$ cat src/verilog/socket_ctrl_pkg.sv
// constants shared by the socket general control block
package socket_ctrl_pkg;
	// register offsets in the compatibility register set, and the all-zero read value
	localparam logic [7:0] CHANGE_OFS      = 8'h04;
	localparam logic [7:0] DETECT_CTRL_OFS = 8'h16;
	localparam logic [7:0] GLOBAL_CTRL_OFS = 8'h1e;
	localparam logic [7:0] READ_ZERO       = 8'h00;
	// card detect and general control fields
	localparam int SENSE2_BIT      = 7;
	localparam int SENSE1_BIT      = 6;
	localparam int SOFT_DETECT_BIT = 5;
	localparam int RESUME_BIT      = 4;
	localparam int REMOVAL_BIT     = 1;
	// global control fields
	localparam int SPARE_BIT    = 4;
	localparam int HOST_LVL_BIT = 3;
	localparam int CLR_SEL_BIT  = 2;
	localparam int CHG_LVL_BIT  = 1;
	localparam int LOW_PWR_BIT  = 0;
	// status-change register field
	localparam int CHANGE_FLAG_BIT = 0;
	// reset values and the card-present detect code
	localparam logic       CTRL_RESET   = 1'b0;
	localparam logic [1:0] CD_ABSENT    = 2'b11;
	localparam logic [1:0] CD_PRESENT   = 2'b00;
	// synchronised pin vector layout
	localparam int SYNC_WIDTH = 5;
	localparam int PIN_VS1    = 0;
	localparam int PIN_VS2    = 1;
	localparam int PIN_CD1    = 2;
	localparam int PIN_CD2    = 3;
	localparam int PIN_IRQ    = 4;
	localparam logic [SYNC_WIDTH-1:0] PINS_IDLE = 5'h1f;
endpackage : socket_ctrl_pkg

$ cat src/verilog/irq_signal_if.sv
// flag, mode and interrupt line between the control block and a signaller
`timescale 1ns/1ns
interface irq_signal_if;
	logic flag;
	logic level_sel;
	logic irq;
	modport owner (
		output flag,
		output level_sel,
		input  irq
	);
	modport signaller (
		input  flag,
		input  level_sel,
		output irq
	);
endinterface : irq_signal_if

$ cat src/verilog/card_socket_general_control.sv
// card-detect, general control and global control registers of one socket
`timescale 1ns/1ns
module card_socket_general_control (
	input  wire logic       clock_i,
	input  wire logic       rst_i,
	input  wire logic       ce_i,
	input  wire logic [7:0] addr_i,
	input  wire logic       wr_i,
	input  wire logic       rd_i,
	input  wire logic [7:0] wdata_i,
	output logic      [7:0] rdata_o,
	input  wire logic       voltage_sense1_n_i,
	input  wire logic       voltage_sense2_n_i,
	input  wire logic       card_detect1_n_i,
	input  wire logic       card_detect2_n_i,
	input  wire logic       card_irq_n_i,
	input  wire logic       card_dma_req_i,
	input  wire logic       detect_irq_enable_i,
	input  wire logic       card_cycle_active_i,
	output logic            card_oe_o,
	output logic            card_dma_req_o,
	output logic            ring_indicate_out_n_o,
	output logic            compat_reset_o,
	output logic            host_irq_o,
	output logic            change_irq_o
);
	typedef struct packed {
		logic       detect_resume_en;
		logic       reset_regs_on_removal;
		logic       spare;
		logic       host_irq_level_sel;
		logic       flag_clear_sel;
		logic       change_irq_level_sel;
		logic       low_power_sel;
		logic [1:0] cd_prev;
		logic       change_flag;
		logic       ring_low;
		logic       compat_reset;
		logic [7:0] rdata;
	} ctrl_state_type;

	ctrl_state_type q;
	ctrl_state_type d;

	logic [socket_ctrl_pkg::SYNC_WIDTH-1:0] pins_raw;
	logic [socket_ctrl_pkg::SYNC_WIDTH-1:0] pins;
	logic [1:0]                             cd_now;
	logic                                   cd_change;
	logic                                   removal;
	logic                                   wr_detect;
	logic                                   wr_global;
	logic                                   wr_change;
	logic                                   rd_change;
	logic                                   soft_set;
	logic                                   flag_clr;

	irq_signal_if host_if ();
	irq_signal_if change_if ();

	function automatic logic hit(input logic [7:0] addr, input logic [7:0] ofs);
		hit = (addr == ofs);
	endfunction : hit

	assign pins_raw = {card_irq_n_i, card_detect2_n_i, card_detect1_n_i,
		voltage_sense2_n_i, voltage_sense1_n_i};

	pin_sync u_sync (
		.clock_i (clock_i),
		.rst_i   (rst_i),
		.ce_i    (ce_i),
		.pins_i  (pins_raw),
		.pins_o  (pins)
	);

	assign cd_now    = {pins[socket_ctrl_pkg::PIN_CD2], pins[socket_ctrl_pkg::PIN_CD1]};
	assign cd_change = (cd_now != q.cd_prev);
	assign removal   = (q.cd_prev == socket_ctrl_pkg::CD_PRESENT) && (cd_now != socket_ctrl_pkg::CD_PRESENT);
	assign wr_detect = wr_i && hit(addr_i, socket_ctrl_pkg::DETECT_CTRL_OFS);
	assign wr_global = wr_i && hit(addr_i, socket_ctrl_pkg::GLOBAL_CTRL_OFS);
	assign wr_change = wr_i && hit(addr_i, socket_ctrl_pkg::CHANGE_OFS);
	assign rd_change = rd_i && hit(addr_i, socket_ctrl_pkg::CHANGE_OFS);
	// soft detect is an action, never stored
	assign soft_set  = wr_detect && wdata_i[socket_ctrl_pkg::SOFT_DETECT_BIT] && detect_irq_enable_i;
	assign flag_clr  = q.flag_clear_sel
		? (wr_change && wdata_i[socket_ctrl_pkg::CHANGE_FLAG_BIT])
		: rd_change;

	always_comb begin
		d         = q;
		d.cd_prev = cd_now;
		if (wr_detect) begin
			// reserved bits have no storage behind them
			d.detect_resume_en      = wdata_i[socket_ctrl_pkg::RESUME_BIT];
			d.reset_regs_on_removal = wdata_i[socket_ctrl_pkg::REMOVAL_BIT];
		end
		if (wr_global) begin
			d.spare                = wdata_i[socket_ctrl_pkg::SPARE_BIT];
			d.host_irq_level_sel   = wdata_i[socket_ctrl_pkg::HOST_LVL_BIT];
			d.flag_clear_sel       = wdata_i[socket_ctrl_pkg::CLR_SEL_BIT];
			d.change_irq_level_sel = wdata_i[socket_ctrl_pkg::CHG_LVL_BIT];
			d.low_power_sel        = wdata_i[socket_ctrl_pkg::LOW_PWR_BIT];
		end
		// removal reset overrides a write in the same cycle
		d.compat_reset = removal && q.reset_regs_on_removal;
		if (d.compat_reset) begin
			d.detect_resume_en      = socket_ctrl_pkg::CTRL_RESET;
			d.reset_regs_on_removal = socket_ctrl_pkg::CTRL_RESET;
			d.spare                 = socket_ctrl_pkg::CTRL_RESET;
			d.host_irq_level_sel    = socket_ctrl_pkg::CTRL_RESET;
			d.flag_clear_sel        = socket_ctrl_pkg::CTRL_RESET;
			d.change_irq_level_sel  = socket_ctrl_pkg::CTRL_RESET;
			d.low_power_sel         = socket_ctrl_pkg::CTRL_RESET;
		end
		// a new event wins over a clear in the same cycle
		d.change_flag = cd_change || soft_set || (q.change_flag && !flag_clr);
		d.ring_low    = (q.detect_resume_en && cd_change) || (q.ring_low && d.change_flag);
		if (rd_i) begin
			if (hit(addr_i, socket_ctrl_pkg::DETECT_CTRL_OFS)) begin
				d.rdata = socket_ctrl_pkg::READ_ZERO;
				d.rdata[socket_ctrl_pkg::SENSE2_BIT]  = pins[socket_ctrl_pkg::PIN_VS2];
				d.rdata[socket_ctrl_pkg::SENSE1_BIT]  = pins[socket_ctrl_pkg::PIN_VS1];
				d.rdata[socket_ctrl_pkg::RESUME_BIT]  = q.detect_resume_en;
				d.rdata[socket_ctrl_pkg::REMOVAL_BIT] = q.reset_regs_on_removal;
			end else if (hit(addr_i, socket_ctrl_pkg::GLOBAL_CTRL_OFS)) begin
				d.rdata = socket_ctrl_pkg::READ_ZERO;
				d.rdata[socket_ctrl_pkg::SPARE_BIT]    = q.spare;
				d.rdata[socket_ctrl_pkg::HOST_LVL_BIT] = q.host_irq_level_sel;
				d.rdata[socket_ctrl_pkg::CLR_SEL_BIT]  = q.flag_clear_sel;
				d.rdata[socket_ctrl_pkg::CHG_LVL_BIT]  = q.change_irq_level_sel;
				d.rdata[socket_ctrl_pkg::LOW_PWR_BIT]  = q.low_power_sel;
			end else if (hit(addr_i, socket_ctrl_pkg::CHANGE_OFS)) begin
				d.rdata = socket_ctrl_pkg::READ_ZERO;
				d.rdata[socket_ctrl_pkg::CHANGE_FLAG_BIT] = q.change_flag;
			end else begin
				d.rdata = socket_ctrl_pkg::READ_ZERO;
			end
		end
	end

	always_ff @(posedge clock_i or posedge rst_i) begin
		if (rst_i) begin
			q         <= '0;
			q.cd_prev <= socket_ctrl_pkg::CD_ABSENT;
		end else if (ce_i) begin
			q <= d;
		end
	end

	// interrupts and dma requests are never gated by power-down
	assign host_if.flag        = !pins[socket_ctrl_pkg::PIN_IRQ];
	assign host_if.level_sel   = q.host_irq_level_sel;
	assign change_if.flag      = q.change_flag && detect_irq_enable_i;
	assign change_if.level_sel = q.change_irq_level_sel;

	host_irq_signal u_host_irq (
		.clock_i (clock_i),
		.rst_i   (rst_i),
		.ce_i    (ce_i),
		.port    (host_if.signaller)
	);

	host_irq_signal u_change_irq (
		.clock_i (clock_i),
		.rst_i   (rst_i),
		.ce_i    (ce_i),
		.port    (change_if.signaller)
	);

	assign rdata_o               = q.rdata;
	assign ring_indicate_out_n_o = !q.ring_low;
	assign compat_reset_o        = q.compat_reset;
	assign host_irq_o            = host_if.irq;
	assign change_irq_o          = change_if.irq;
	assign card_dma_req_o        = card_dma_req_i;
	// combinational so the outputs wake in the cycle the access begins
	assign card_oe_o             = !q.low_power_sel || card_cycle_active_i;

	property p_sense2;
		@(posedge clock_i) disable iff (rst_i)
		(ce_i && rd_i && hit(addr_i, socket_ctrl_pkg::DETECT_CTRL_OFS))
			|=> (rdata_o[socket_ctrl_pkg::SENSE2_BIT] == $past(pins[socket_ctrl_pkg::PIN_VS2]));
	endproperty
	a_sense2: assert property (p_sense2) else $error("sense2 status wrong");

	property p_sense1;
		@(posedge clock_i) disable iff (rst_i)
		(ce_i && rd_i && hit(addr_i, socket_ctrl_pkg::DETECT_CTRL_OFS))
			|=> (rdata_o[socket_ctrl_pkg::SENSE1_BIT] == $past(pins[socket_ctrl_pkg::PIN_VS1]));
	endproperty
	a_sense1: assert property (p_sense1) else $error("sense1 status wrong");

	property p_soft_set;
		@(posedge clock_i) disable iff (rst_i)
		(ce_i && soft_set) |=> q.change_flag;
	endproperty
	a_soft_set: assert property (p_soft_set) else $error("soft detect did not set flag");

	property p_soft_ignored;
		@(posedge clock_i) disable iff (rst_i)
		(ce_i && wr_detect && !detect_irq_enable_i && !q.change_flag && !cd_change)
			|=> !q.change_flag;
	endproperty
	a_soft_ignored: assert property (p_soft_ignored) else $error("soft detect acted while disabled");

	property p_detect_reserved;
		@(posedge clock_i) disable iff (rst_i)
		(ce_i && rd_i && hit(addr_i, socket_ctrl_pkg::DETECT_CTRL_OFS))
			|=> (rdata_o[socket_ctrl_pkg::SOFT_DETECT_BIT] == 1'b0) && (rdata_o[3:2] == 2'b00)
				&& (rdata_o[0] == 1'b0);
	endproperty
	a_detect_reserved: assert property (p_detect_reserved) else $error("detect reserved or soft bit nonzero");

	property p_resume;
		@(posedge clock_i) disable iff (rst_i)
		(ce_i && q.detect_resume_en && cd_change)
			|=> !ring_indicate_out_n_o ##1 (!ring_indicate_out_n_o || !q.change_flag);
	endproperty
	a_resume: assert property (p_resume) else $error("ring indicate not driven low");

	property p_ring_hold;
		@(posedge clock_i) disable iff (rst_i)
		(!ring_indicate_out_n_o && q.change_flag && !flag_clr) |=> !ring_indicate_out_n_o;
	endproperty
	a_ring_hold: assert property (p_ring_hold) else $error("ring indicate released early");

	property p_ring_release;
		@(posedge clock_i) disable iff (rst_i)
		(ce_i && q.ring_low && flag_clr && !cd_change && !soft_set) |=> ring_indicate_out_n_o;
	endproperty
	a_ring_release: assert property (p_ring_release) else $error("ring indicate held after flag clear");

	property p_removal_reset;
		@(posedge clock_i) disable iff (rst_i)
		(ce_i && removal && q.reset_regs_on_removal)
			|=> compat_reset_o && !q.low_power_sel && !q.reset_regs_on_removal;
	endproperty
	a_removal_reset: assert property (p_removal_reset) else $error("removal reset missed");

	property p_removal_keep;
		@(posedge clock_i) disable iff (rst_i)
		(ce_i && !q.reset_regs_on_removal) |=> !compat_reset_o;
	endproperty
	a_removal_keep: assert property (p_removal_keep) else $error("reset without removal config");

	property p_global_reserved;
		@(posedge clock_i) disable iff (rst_i)
		(ce_i && rd_i && hit(addr_i, socket_ctrl_pkg::GLOBAL_CTRL_OFS))
			|=> (rdata_o[7:5] == 3'b000) && (rdata_o[socket_ctrl_pkg::SPARE_BIT] == $past(q.spare));
	endproperty
	a_global_reserved: assert property (p_global_reserved) else $error("global control readback wrong");

	property p_spare_store;
		@(posedge clock_i) disable iff (rst_i)
		(ce_i && wr_global && !d.compat_reset) |=> (q.spare == $past(wdata_i[socket_ctrl_pkg::SPARE_BIT]));
	endproperty
	a_spare_store: assert property (p_spare_store) else $error("spare bit not stored");

	property p_read_clear;
		@(posedge clock_i) disable iff (rst_i)
		(ce_i && !q.flag_clear_sel && rd_change && !cd_change && !soft_set) |=> !q.change_flag;
	endproperty
	a_read_clear: assert property (p_read_clear) else $error("flag not cleared by read");

	property p_write_clear_only;
		@(posedge clock_i) disable iff (rst_i)
		(ce_i && q.flag_clear_sel && q.change_flag && !wr_change) |=> q.change_flag;
	endproperty
	a_write_clear_only: assert property (p_write_clear_only) else $error("flag lost without write one");

	property p_power_down;
		@(posedge clock_i) disable iff (rst_i)
		(q.low_power_sel && !card_cycle_active_i) |-> !card_oe_o;
	endproperty
	a_power_down: assert property (p_power_down) else $error("card outputs driven in power-down");

	property p_power_irq;
		@(posedge clock_i) disable iff (rst_i)
		(ce_i && q.low_power_sel && q.change_irq_level_sel && change_if.flag) |=> change_irq_o;
	endproperty
	a_power_irq: assert property (p_power_irq) else $error("interrupt blocked in power-down");

	property p_power_host;
		@(posedge clock_i) disable iff (rst_i)
		(ce_i && q.low_power_sel && q.host_irq_level_sel && host_if.flag) |=> host_irq_o;
	endproperty
	a_power_host: assert property (p_power_host) else $error("card interrupt blocked in power-down");

	property p_host_edge;
		@(posedge clock_i) disable iff (rst_i)
		(ce_i && !q.host_irq_level_sel && host_irq_o) |=> !host_irq_o;
	endproperty
	a_host_edge: assert property (p_host_edge) else $error("edge host interrupt longer than one clock");
endmodule : card_socket_general_control

$ cat src/verilog/pin_sync.sv
// two-stage synchroniser for the socket pins
`timescale 1ns/1ns
module pin_sync (
	input  wire logic                                 clock_i,
	input  wire logic                                 rst_i,
	input  wire logic                                 ce_i,
	input  wire logic [socket_ctrl_pkg::SYNC_WIDTH-1:0] pins_i,
	output logic      [socket_ctrl_pkg::SYNC_WIDTH-1:0] pins_o
);
	typedef struct packed {
		logic [socket_ctrl_pkg::SYNC_WIDTH-1:0] meta;
		logic [socket_ctrl_pkg::SYNC_WIDTH-1:0] safe;
	} sync_state_type;

	sync_state_type q;
	sync_state_type d;

	// first stage feeds only the second
	always_comb begin
		d      = q;
		d.meta = pins_i;
		d.safe = q.meta;
	end

	always_ff @(posedge clock_i or posedge rst_i) begin
		if (rst_i) begin
			q <= {socket_ctrl_pkg::PINS_IDLE, socket_ctrl_pkg::PINS_IDLE};
		end else if (ce_i) begin
			q <= d;
		end
	end

	assign pins_o = q.safe;

	property p_two_stage;
		@(posedge clock_i) disable iff (rst_i)
		// the first stage must have left reset before its sample counts
		(!rst_i && ce_i) ##1 ce_i |=> (pins_o == $past(pins_i, 2));
	endproperty
	a_two_stage: assert property (p_two_stage) else $error("pin not delayed by two stages");
endmodule : pin_sync

$ cat src/verilog/host_irq_signal.sv
// edge or level signalling of one host interrupt source
`timescale 1ns/1ns
module host_irq_signal (
	input  wire logic     clock_i,
	input  wire logic     rst_i,
	input  wire logic     ce_i,
	irq_signal_if.signaller port
);
	typedef struct packed {
		logic flag_prev;
		logic irq;
	} irq_state_type;

	irq_state_type q;
	irq_state_type d;

	always_comb begin
		d           = q;
		d.flag_prev = port.flag;
		// edge mode pulses once per new flag, level mode follows the flag
		d.irq = port.level_sel ? port.flag : (port.flag && !q.flag_prev);
	end

	always_ff @(posedge clock_i or posedge rst_i) begin
		if (rst_i) begin
			q <= '0;
		end else if (ce_i) begin
			q <= d;
		end
	end

	assign port.irq = q.irq;

	property p_edge_pulse;
		@(posedge clock_i) disable iff (rst_i)
		(ce_i && q.irq && !port.level_sel) |=> (!q.irq || port.level_sel || !ce_i);
	endproperty
	a_edge_pulse: assert property (p_edge_pulse) else $error("edge interrupt longer than one clock");

	property p_level_hold;
		@(posedge clock_i) disable iff (rst_i)
		(ce_i && port.level_sel && port.flag) |=> q.irq;
	endproperty
	a_level_hold: assert property (p_level_hold) else $error("level interrupt not held with flag");
endmodule : host_irq_signal

$ cat config.mk
export PLATFORM = sky130hd
export DESIGN_NAME = card_socket_general_control
export DESIGN_NICKNAME = d
export VERILOG_FILES = /design/src/verilog/socket_ctrl_pkg.sv /design/src/verilog/irq_signal_if.sv /design/src/verilog/card_socket_general_control.sv /design/src/verilog/pin_sync.sv /design/src/verilog/host_irq_signal.sv
export SDC_FILE = /design/constraint.sdc
export NUM_CORES = 1
export LEC_CHECK = 0
export BUFFER_PORTS_ARGS = -buffer_cell sky130_fd_sc_hd__buf_2
export CAP_MARGIN = 10
export CORE_UTILIZATION = 36
export CTS_BUF_LIST = sky130_fd_sc_hd__clkbuf_16
export DETAILED_ROUTE_END_ITERATION = 8
export PLACE_DENSITY = 0.58
export SYNTH_ARGS = -nofsm -noshare
export SYNTH_HDL_FRONTEND = slang
export SYNTH_HIERARCHICAL = 1
export SYNTH_SLANG_ARGS = --single-unit
$ cat constraint.sdc
create_clock -name clock_i -period 1.3 [get_ports clock_i]
set_clock_uncertainty 0.15 [all_clocks]
set_input_delay 0.065 -clock clock_i [delete_from_list [all_inputs] [get_ports clock_i]]
set_output_delay 0.065 -clock clock_i [all_outputs]
set_load 0.05 [all_outputs]
==> results of run 1 <==
## power breakdown
group,internal [W],switching (W),leakage (nW)
clock network,0.000690,0.000390,0.0762
logic,0.000248,0.000255,0.596
registers,0.00115,0.0000747,0.405
## state kept, by name (all words and copies together) (netlist names)
name	cells
change_if.level_sel	1
compat_reset_o	1
host_if.level_sel	1
q	9
rdata_o	7
u_change_irq/port.irq	1
u_change_irq/q	1
u_host_irq/port.irq	1
u_host_irq/q	1
u_sync/d	5
u_sync/pins_o	5
## cell usage in the layout, fill, tap and decap left out, types with 2 or more instances in the layout
cell | netlist | layout
o22ai_2 | 2 | 2
nor2b_4 | 2 | 2
nor4_4 | 1 | 2
dlygate4sd3_1 | 0 | 13
dfrtp_1 | 21 | 21
o21ai_1 | 2 | 7
buf_4 | 9 | 9
o21ai_0 | 7 | 2
mux2_4 | 10 | 11
nand2_1 | 18 | 18
nor2_1 | 5 | 4
xnor2_2 | 0 | 2
a32o_1 | 5 | 4
inv_1 | 12 | 14
clkbuf_16 | 0 | 5
buf_2 | 0 | 36
nor4b_1 | 2 | 2
mux2_2 | 3 | 2
dfstp_2 | 12 | 12
nand3_1 | 5 | 5
buf_6 | 2 | 3
## Yosys cell counts, drive strengths merged (3+ instances only)
cell type,number
nor2,5
clkbuf,3
buf,11
dfrtp,21
nand3,5
nand2,18
nor4,3
a32o,5
nor2b,3
dfstp,12
mux2,13
inv,12
o21ai,9
o22ai,3
## critical path, cell delays in order, from the launching register on
cell and delay, ns:
dfstp_2 0.58, buf_6 0.11, o211a_4 0.19, a21oi_4 0.07
a32o_2 0.23
## final cells by class
class                   count  area share
flip-flops and latches     33       0.368
multi-input cells          88       0.335
repair buffers             62       0.189
clock buffers               5      0.0548
well taps                  52      0.0285
inverters                  12      0.0197
clock inverters             3     0.00548
## cell families (layout without fill, tap and decap cells)
logic type             count (synthesis)  in the layout  synth area share
AND/OR/NAND/NOR                       44             44             0.160
AO/OA/AOI/OAI                         28             28             0.127
multiplexers                          13             13             0.110
other                                  1              1           0.00225
buffers and inverters                 26             82            0.0876
flip-flops                            33             33             0.503
XOR/XNOR                               2              2            0.0105
## layer usage
metal | global-route usage | wire, um | up-vias | part of all wire
li1 | - | - | 619 | -
met1 | 0.197 | 1510 | 618 | 0.45
met2 | 0.248 | 1670 | 25 | 0.50
met3 | 0.0534 | 121 | 2 | 0.036
met4 | 0.0467 | 25 | 0 | 0.0075
met5 | 0 | 0 | - | 0
## worst max path at each step
stage,start,end,depth (start not counted)
floorplan,addr_i[7],change_if.level_sel,5
global placement,addr_i[7],q[15],5
detailed placement,addr_i[7],q[17],5
CTS,u_sync/pins_o[2],q[17],4
global route,u_sync/pins_o[2],change_if.level_sel,3
finish,u_sync/pins_o[2],q[17],4
## through the flow
step	util	total power, W
detailed placement	0.435	0.00166
global placement	0.435	0.00165
floorplan	-	0.00153
finish	0.518	0.00281
global route	0.518	0.00295
CTS	0.509	0.00280
## what timing repair did
action / 4_1_cts / 5_1_grt
resized for setup: 9 / 7
pin swaps: 9 / 1
buffers inserted: 2 / 1
hold buffers: 13 / 0
endpoints found under the setup margin: 12 / 14
hold endpoints to repair: 46 / 0
==> flow_summary.ini, run 1 <==
[outcome]
status = finished, violations left
violations = setup timing

[floorplan]
start_util = 0.378
die_area_mm2 = 0.00492
die_h_um = 70.1
core_mm2 = 0.00441
chipWidth_um = 70.1
boundaryPins = 43
core.rowCount = 24

[cts]
cts_tree = yes
cts_sinks = 33
root_buffer = clkbuf_16
cts_buffers = 5
clkTransAtPathRegs_ns = 0.05
clockBufferDepth = 2
clk_latency_ns = 0.27
htreeDepth = 2

[timing]
rsz0062_at_grt = yes
hold_viol = 0
drv_slew = 0
worst_slack_ns = -0.145
fin_crit_ns = 1.45
fin_hold_ws_ns = 0.0199
fmaxAchievable_ghz = 0.692
final.setup.tns_ns = -0.964
period_share = 1.11
setup_viol = 10

[place]
gp_congestion = 0.800
post-place-ws_ns = -0.368
dpl_cell_area_mm2 = 0.00192
place_inst = 231
dp_hpwl_um = 2500
io_buffers = 37

[worst_setup_path]
critPathMaxFanout = 5
r2r_slack_ns = -0.15
critPathLaunchType = flop
r2r_end = q[17]
reg2regPathDepth = 4
crit_arrival_ns = 1.45
crit_required_ns = 1.31
endpoint_kind = flop
path_class = flop to flop
reg2reg_from = u_sync/pins_o[2]

[route]
wl_per_cell_um = 13.1
drtPass1Iterations = 4
antenna_left = 0
vias = 1264
drt_wl_total_um = 3330
first_iter_violations = 78
viasPerCell = 4.96
drc = 0

[grt]
grt_overflow = 0
grt.total_usage = 0.155
antenna_found_initial = 0
grt_pass1_vias = 1255
grt_max_degree = 20
grt_pass1_wl_um = 5910

[worst_hold_path]
hold_depth = 3
holdCritStartpoint = ce_i
min_to = q[18]
hold_path.class = primary input to flop

[logic_synthesis]
yosys-top-cells-area = dfrtp_1, dfstp_2, mux2_4, buf_4, nand2_1
netlist_area_mm2 = 0.00167
synth_fp_nets = 176
async_reset_ff_frac = 1.00
synth_cells = 147
synth_edf_count = 0
synthFlopType = dfrtp_1
ys_ff_latch = 33
synth.distinct_cells = 39
ys_seq_area_frac = 0.503
yosysTopAreaCell = dfrtp_1
yosys_warnings = 6
syn_avg_cell_area_um2 = 11.4
synth_top_area_share = 0.315

[final_layout]
fillers = 397
multi_input_area_um2 = 764
antennaDiodeCount = 0
fin_nets = 231
register_area_um2 = 841
fin_area_mm2 = 0.00228
area_growth_pct = 36.8
fin_cells = 255
drive_gt1_frac = 0.483

[pwr]
p_per_area_mw_per_mm2 = 1230
vdd_ir_drop_max_uv = 551
p_leak_nw = 1.08

[run]
maxCapViolCount = 0
Power figures use the tool's default switching activity.
==> run 2, diff against run 1 <==
Settings changed: ABC_AREA set to 1, CORE_MARGIN set to 2, PLACE_DENSITY 0.58 to 0.56.
Clock period 1.3 ns to 1.7 ns, I/O delays scaled along.
==> run 2 against run 1 <==
Final area decreased by 5.0%. Largest cell class unchanged. Wire length up 1.8%. Clock power is 9.5% lower. Via count up 8.3%. Highest routed layer unchanged. The flow now finishes without violations. Register-to-register slack gained 0.44 ns. Sequential share of layout area rose by 2.0 points.
==> flow_summary.ini, run 2 <==
[worst_setup_path]
crit_required_ns = 1.74
startpoint = ce_i
reg2regPathDepth = 6
path_class = primary input to flop
endpoint_kind = flop
critPathLaunchType = primary input
reg2reg_from = q[12]
r2r_end = q[15]
r2r_slack_ns = 0.29
crit_end = rdata_o[7]
critPathMaxFanout = 10
crit_arrival_ns = 1.57

[logic_synthesis]
netlist_area_mm2 = 0.00171
yosysTopAreaCell = dfrtp_1
synthFlopType = dfrtp_1
synth_top_area_share = 0.308
async_reset_ff_frac = 1.00
ys_ff_latch = 33
ys_seq_area_frac = 0.493
synth.most_common_cell = nand2_1
netlist_top_cells_count = nand2_1, inv_1, dfrtp_1
yosys-top-cells-area = dfrtp_1, nand2_1, dfstp_2, inv_1, buf_4
yosys_warnings = 6
synth_cells = 217
synth_edf_count = 0
syn_avg_cell_area_um2 = 7.86
synth.distinct_cells = 25
synth_fp_nets = 246

[floorplan]
core_mm2 = 0.00463
die_h_um = 72.8
die_area_mm2 = 0.00530
start_util = 0.368
boundaryPins = 43
chipWidth_um = 72.8
core.rowCount = 25

[cts]
clockBufferDepth = 2
htreeDepth = 2
clk_latency_ns = 0.27
root_buffer = clkbuf_16
clkTransAtPathRegs_ns = 0.05
cts-hold-fix-buffers = 12
cts_sinks = 33
cts_tree = yes
cts_buffers = 5
cts_setup_buffers = 0
cts_resized = 0

[timing]
rsz0062_at_grt = no
fin_crit_ns = 1.53
period_share = 0.898
setup_viol = 0
fmaxAchievable_ghz = 0.655
drv_slew = 0
hold_viol = 0
final.setup.tns_ns = 0
worst_slack_ns = 0.173

[route]
viasPerCell = 4.29
antenna_left = 0
first_iter_violations = 60
drtPass1Iterations = 4
drc = 0
drt_wl_total_um = 3390
vias = 1369
wl_per_cell_um = 10.6

[final_layout]
area_growth_pct = 27.2
final_common_cell = nand2_1
antennaDiodeCount = 0
mostFrequentLayoutCells = nand2_1, buf_2, inv_1
largest-register = q
drive_gt1_frac = 0.272
fin_cells = 319
largest_reg_flops = 9
fin_nets = 293

[grt]
grt_overflow = 0
grt.total_usage = 0.146
grt_pass1_vias = 1346
grt_pass1_wl_um = 5950
grt_max_degree = 20
antenna_found_initial = 0

[place]
dp_hpwl_um = 2570
place_inst = 299
io_buffers = 37
post-place-ws_ns = 0.305
gp_congestion = 0.749

[pwr]
vdd_ir_drop_max_uv = 665
p_leak_nw = 1.22
p_per_area_mw_per_mm2 = 1010
p_total_w = 0.00220

[run]
maxCapViolCount = 0

[worst_hold_path]
hold_path.class = primary input to output port
holdCritStartpoint = card_dma_req_i

[outcome]
status = finished, final reports clean
-- run 2: cell types whose count changed after synthesis, moves of 3 or more --
cell      previous run  this run
inv_1               12        27
clkbuf_1             3         0
nand3_1              5        10
o21ai_0              7         4
a32o_1               5         0
nor2_1               5        13
nand2_2              0         6
mux2_2               3         0
nand2_1             18        94
mux2_4              10         0
-- run 2: logic make-up (layout without fill, tap and decap cells) --
kind of cell    after synthesis  count (layout)  synth area share
buf+inv                      39              87             0.112
xor+xnor                      2               2            0.0103
other cells                   1               1           0.00220
flops                        33              33             0.493
simple gates                131             131             0.341
compound gates               11              11            0.0411
-- run 2: how the worst min path moves through the flow --
stage | slack, ns | cells after the start | endpoint
floorplan | -0.32 | 1 | u_change_irq/port.irq
global placement | -0.18 | 2 | u_host_irq/port.irq
detailed placement | -0.18 | 2 | u_host_irq/port.irq
CTS | 0.02 | 0 | card_dma_req_o
global route | 0.02 | 0 | card_dma_req_o
finish | 0.02 | 0 | card_dma_req_o
-- run 2: critical path, cell delays in order --
cell           delay (ns)
dlygate4sd3_1        0.52
buf_2                0.23
nand2_1              0.23
inv_1                0.25
nand2_1              0.09
o21ai_0              0.16
-- run 2: area by class of cell --
type / count / area [um2]
Clock buffer: 5 / 125
Clock inverter: 3 / 37.5
Fill cell: 466 / 2460
Inverter: 28 / 105
Multi-Input combinational cell: 145 / 673
Sequential cell: 33 / 841
Tap cell: 54 / 67.6
Timing Repair Buffer: 51 / 320
-- run 2: power breakdown --
group,switching (W),internal (W)
Sequential,0.0000391,0.000869
Combinational,0.000206,0.000108
Clock,0.000297,0.000679
Total,0.000543,0.00166
-- run 2: layer usage --
metal,part of all wire,track usage,vias to the layer above
met2,0.48,0.249,29
met5,0,0,-
met3,0.041,0.0387,2
met4,0.0038,0.0391,0
met1,0.48,0.182,592
li1,-,-,746
-- run 2: metrics by stage --
stage / hold WS (ns) / util / area, um2
after detailed placement: -0.180 / 0.408 / 1890
final: 0.0201 / 0.469 / 2170
after global routing: 0.0203 / 0.469 / 2170
after CTS: 0.0203 / 0.469 / 2170
after global placement: -0.177 / 0.408 / 1890
after floorplan: -0.324 / - / 1710
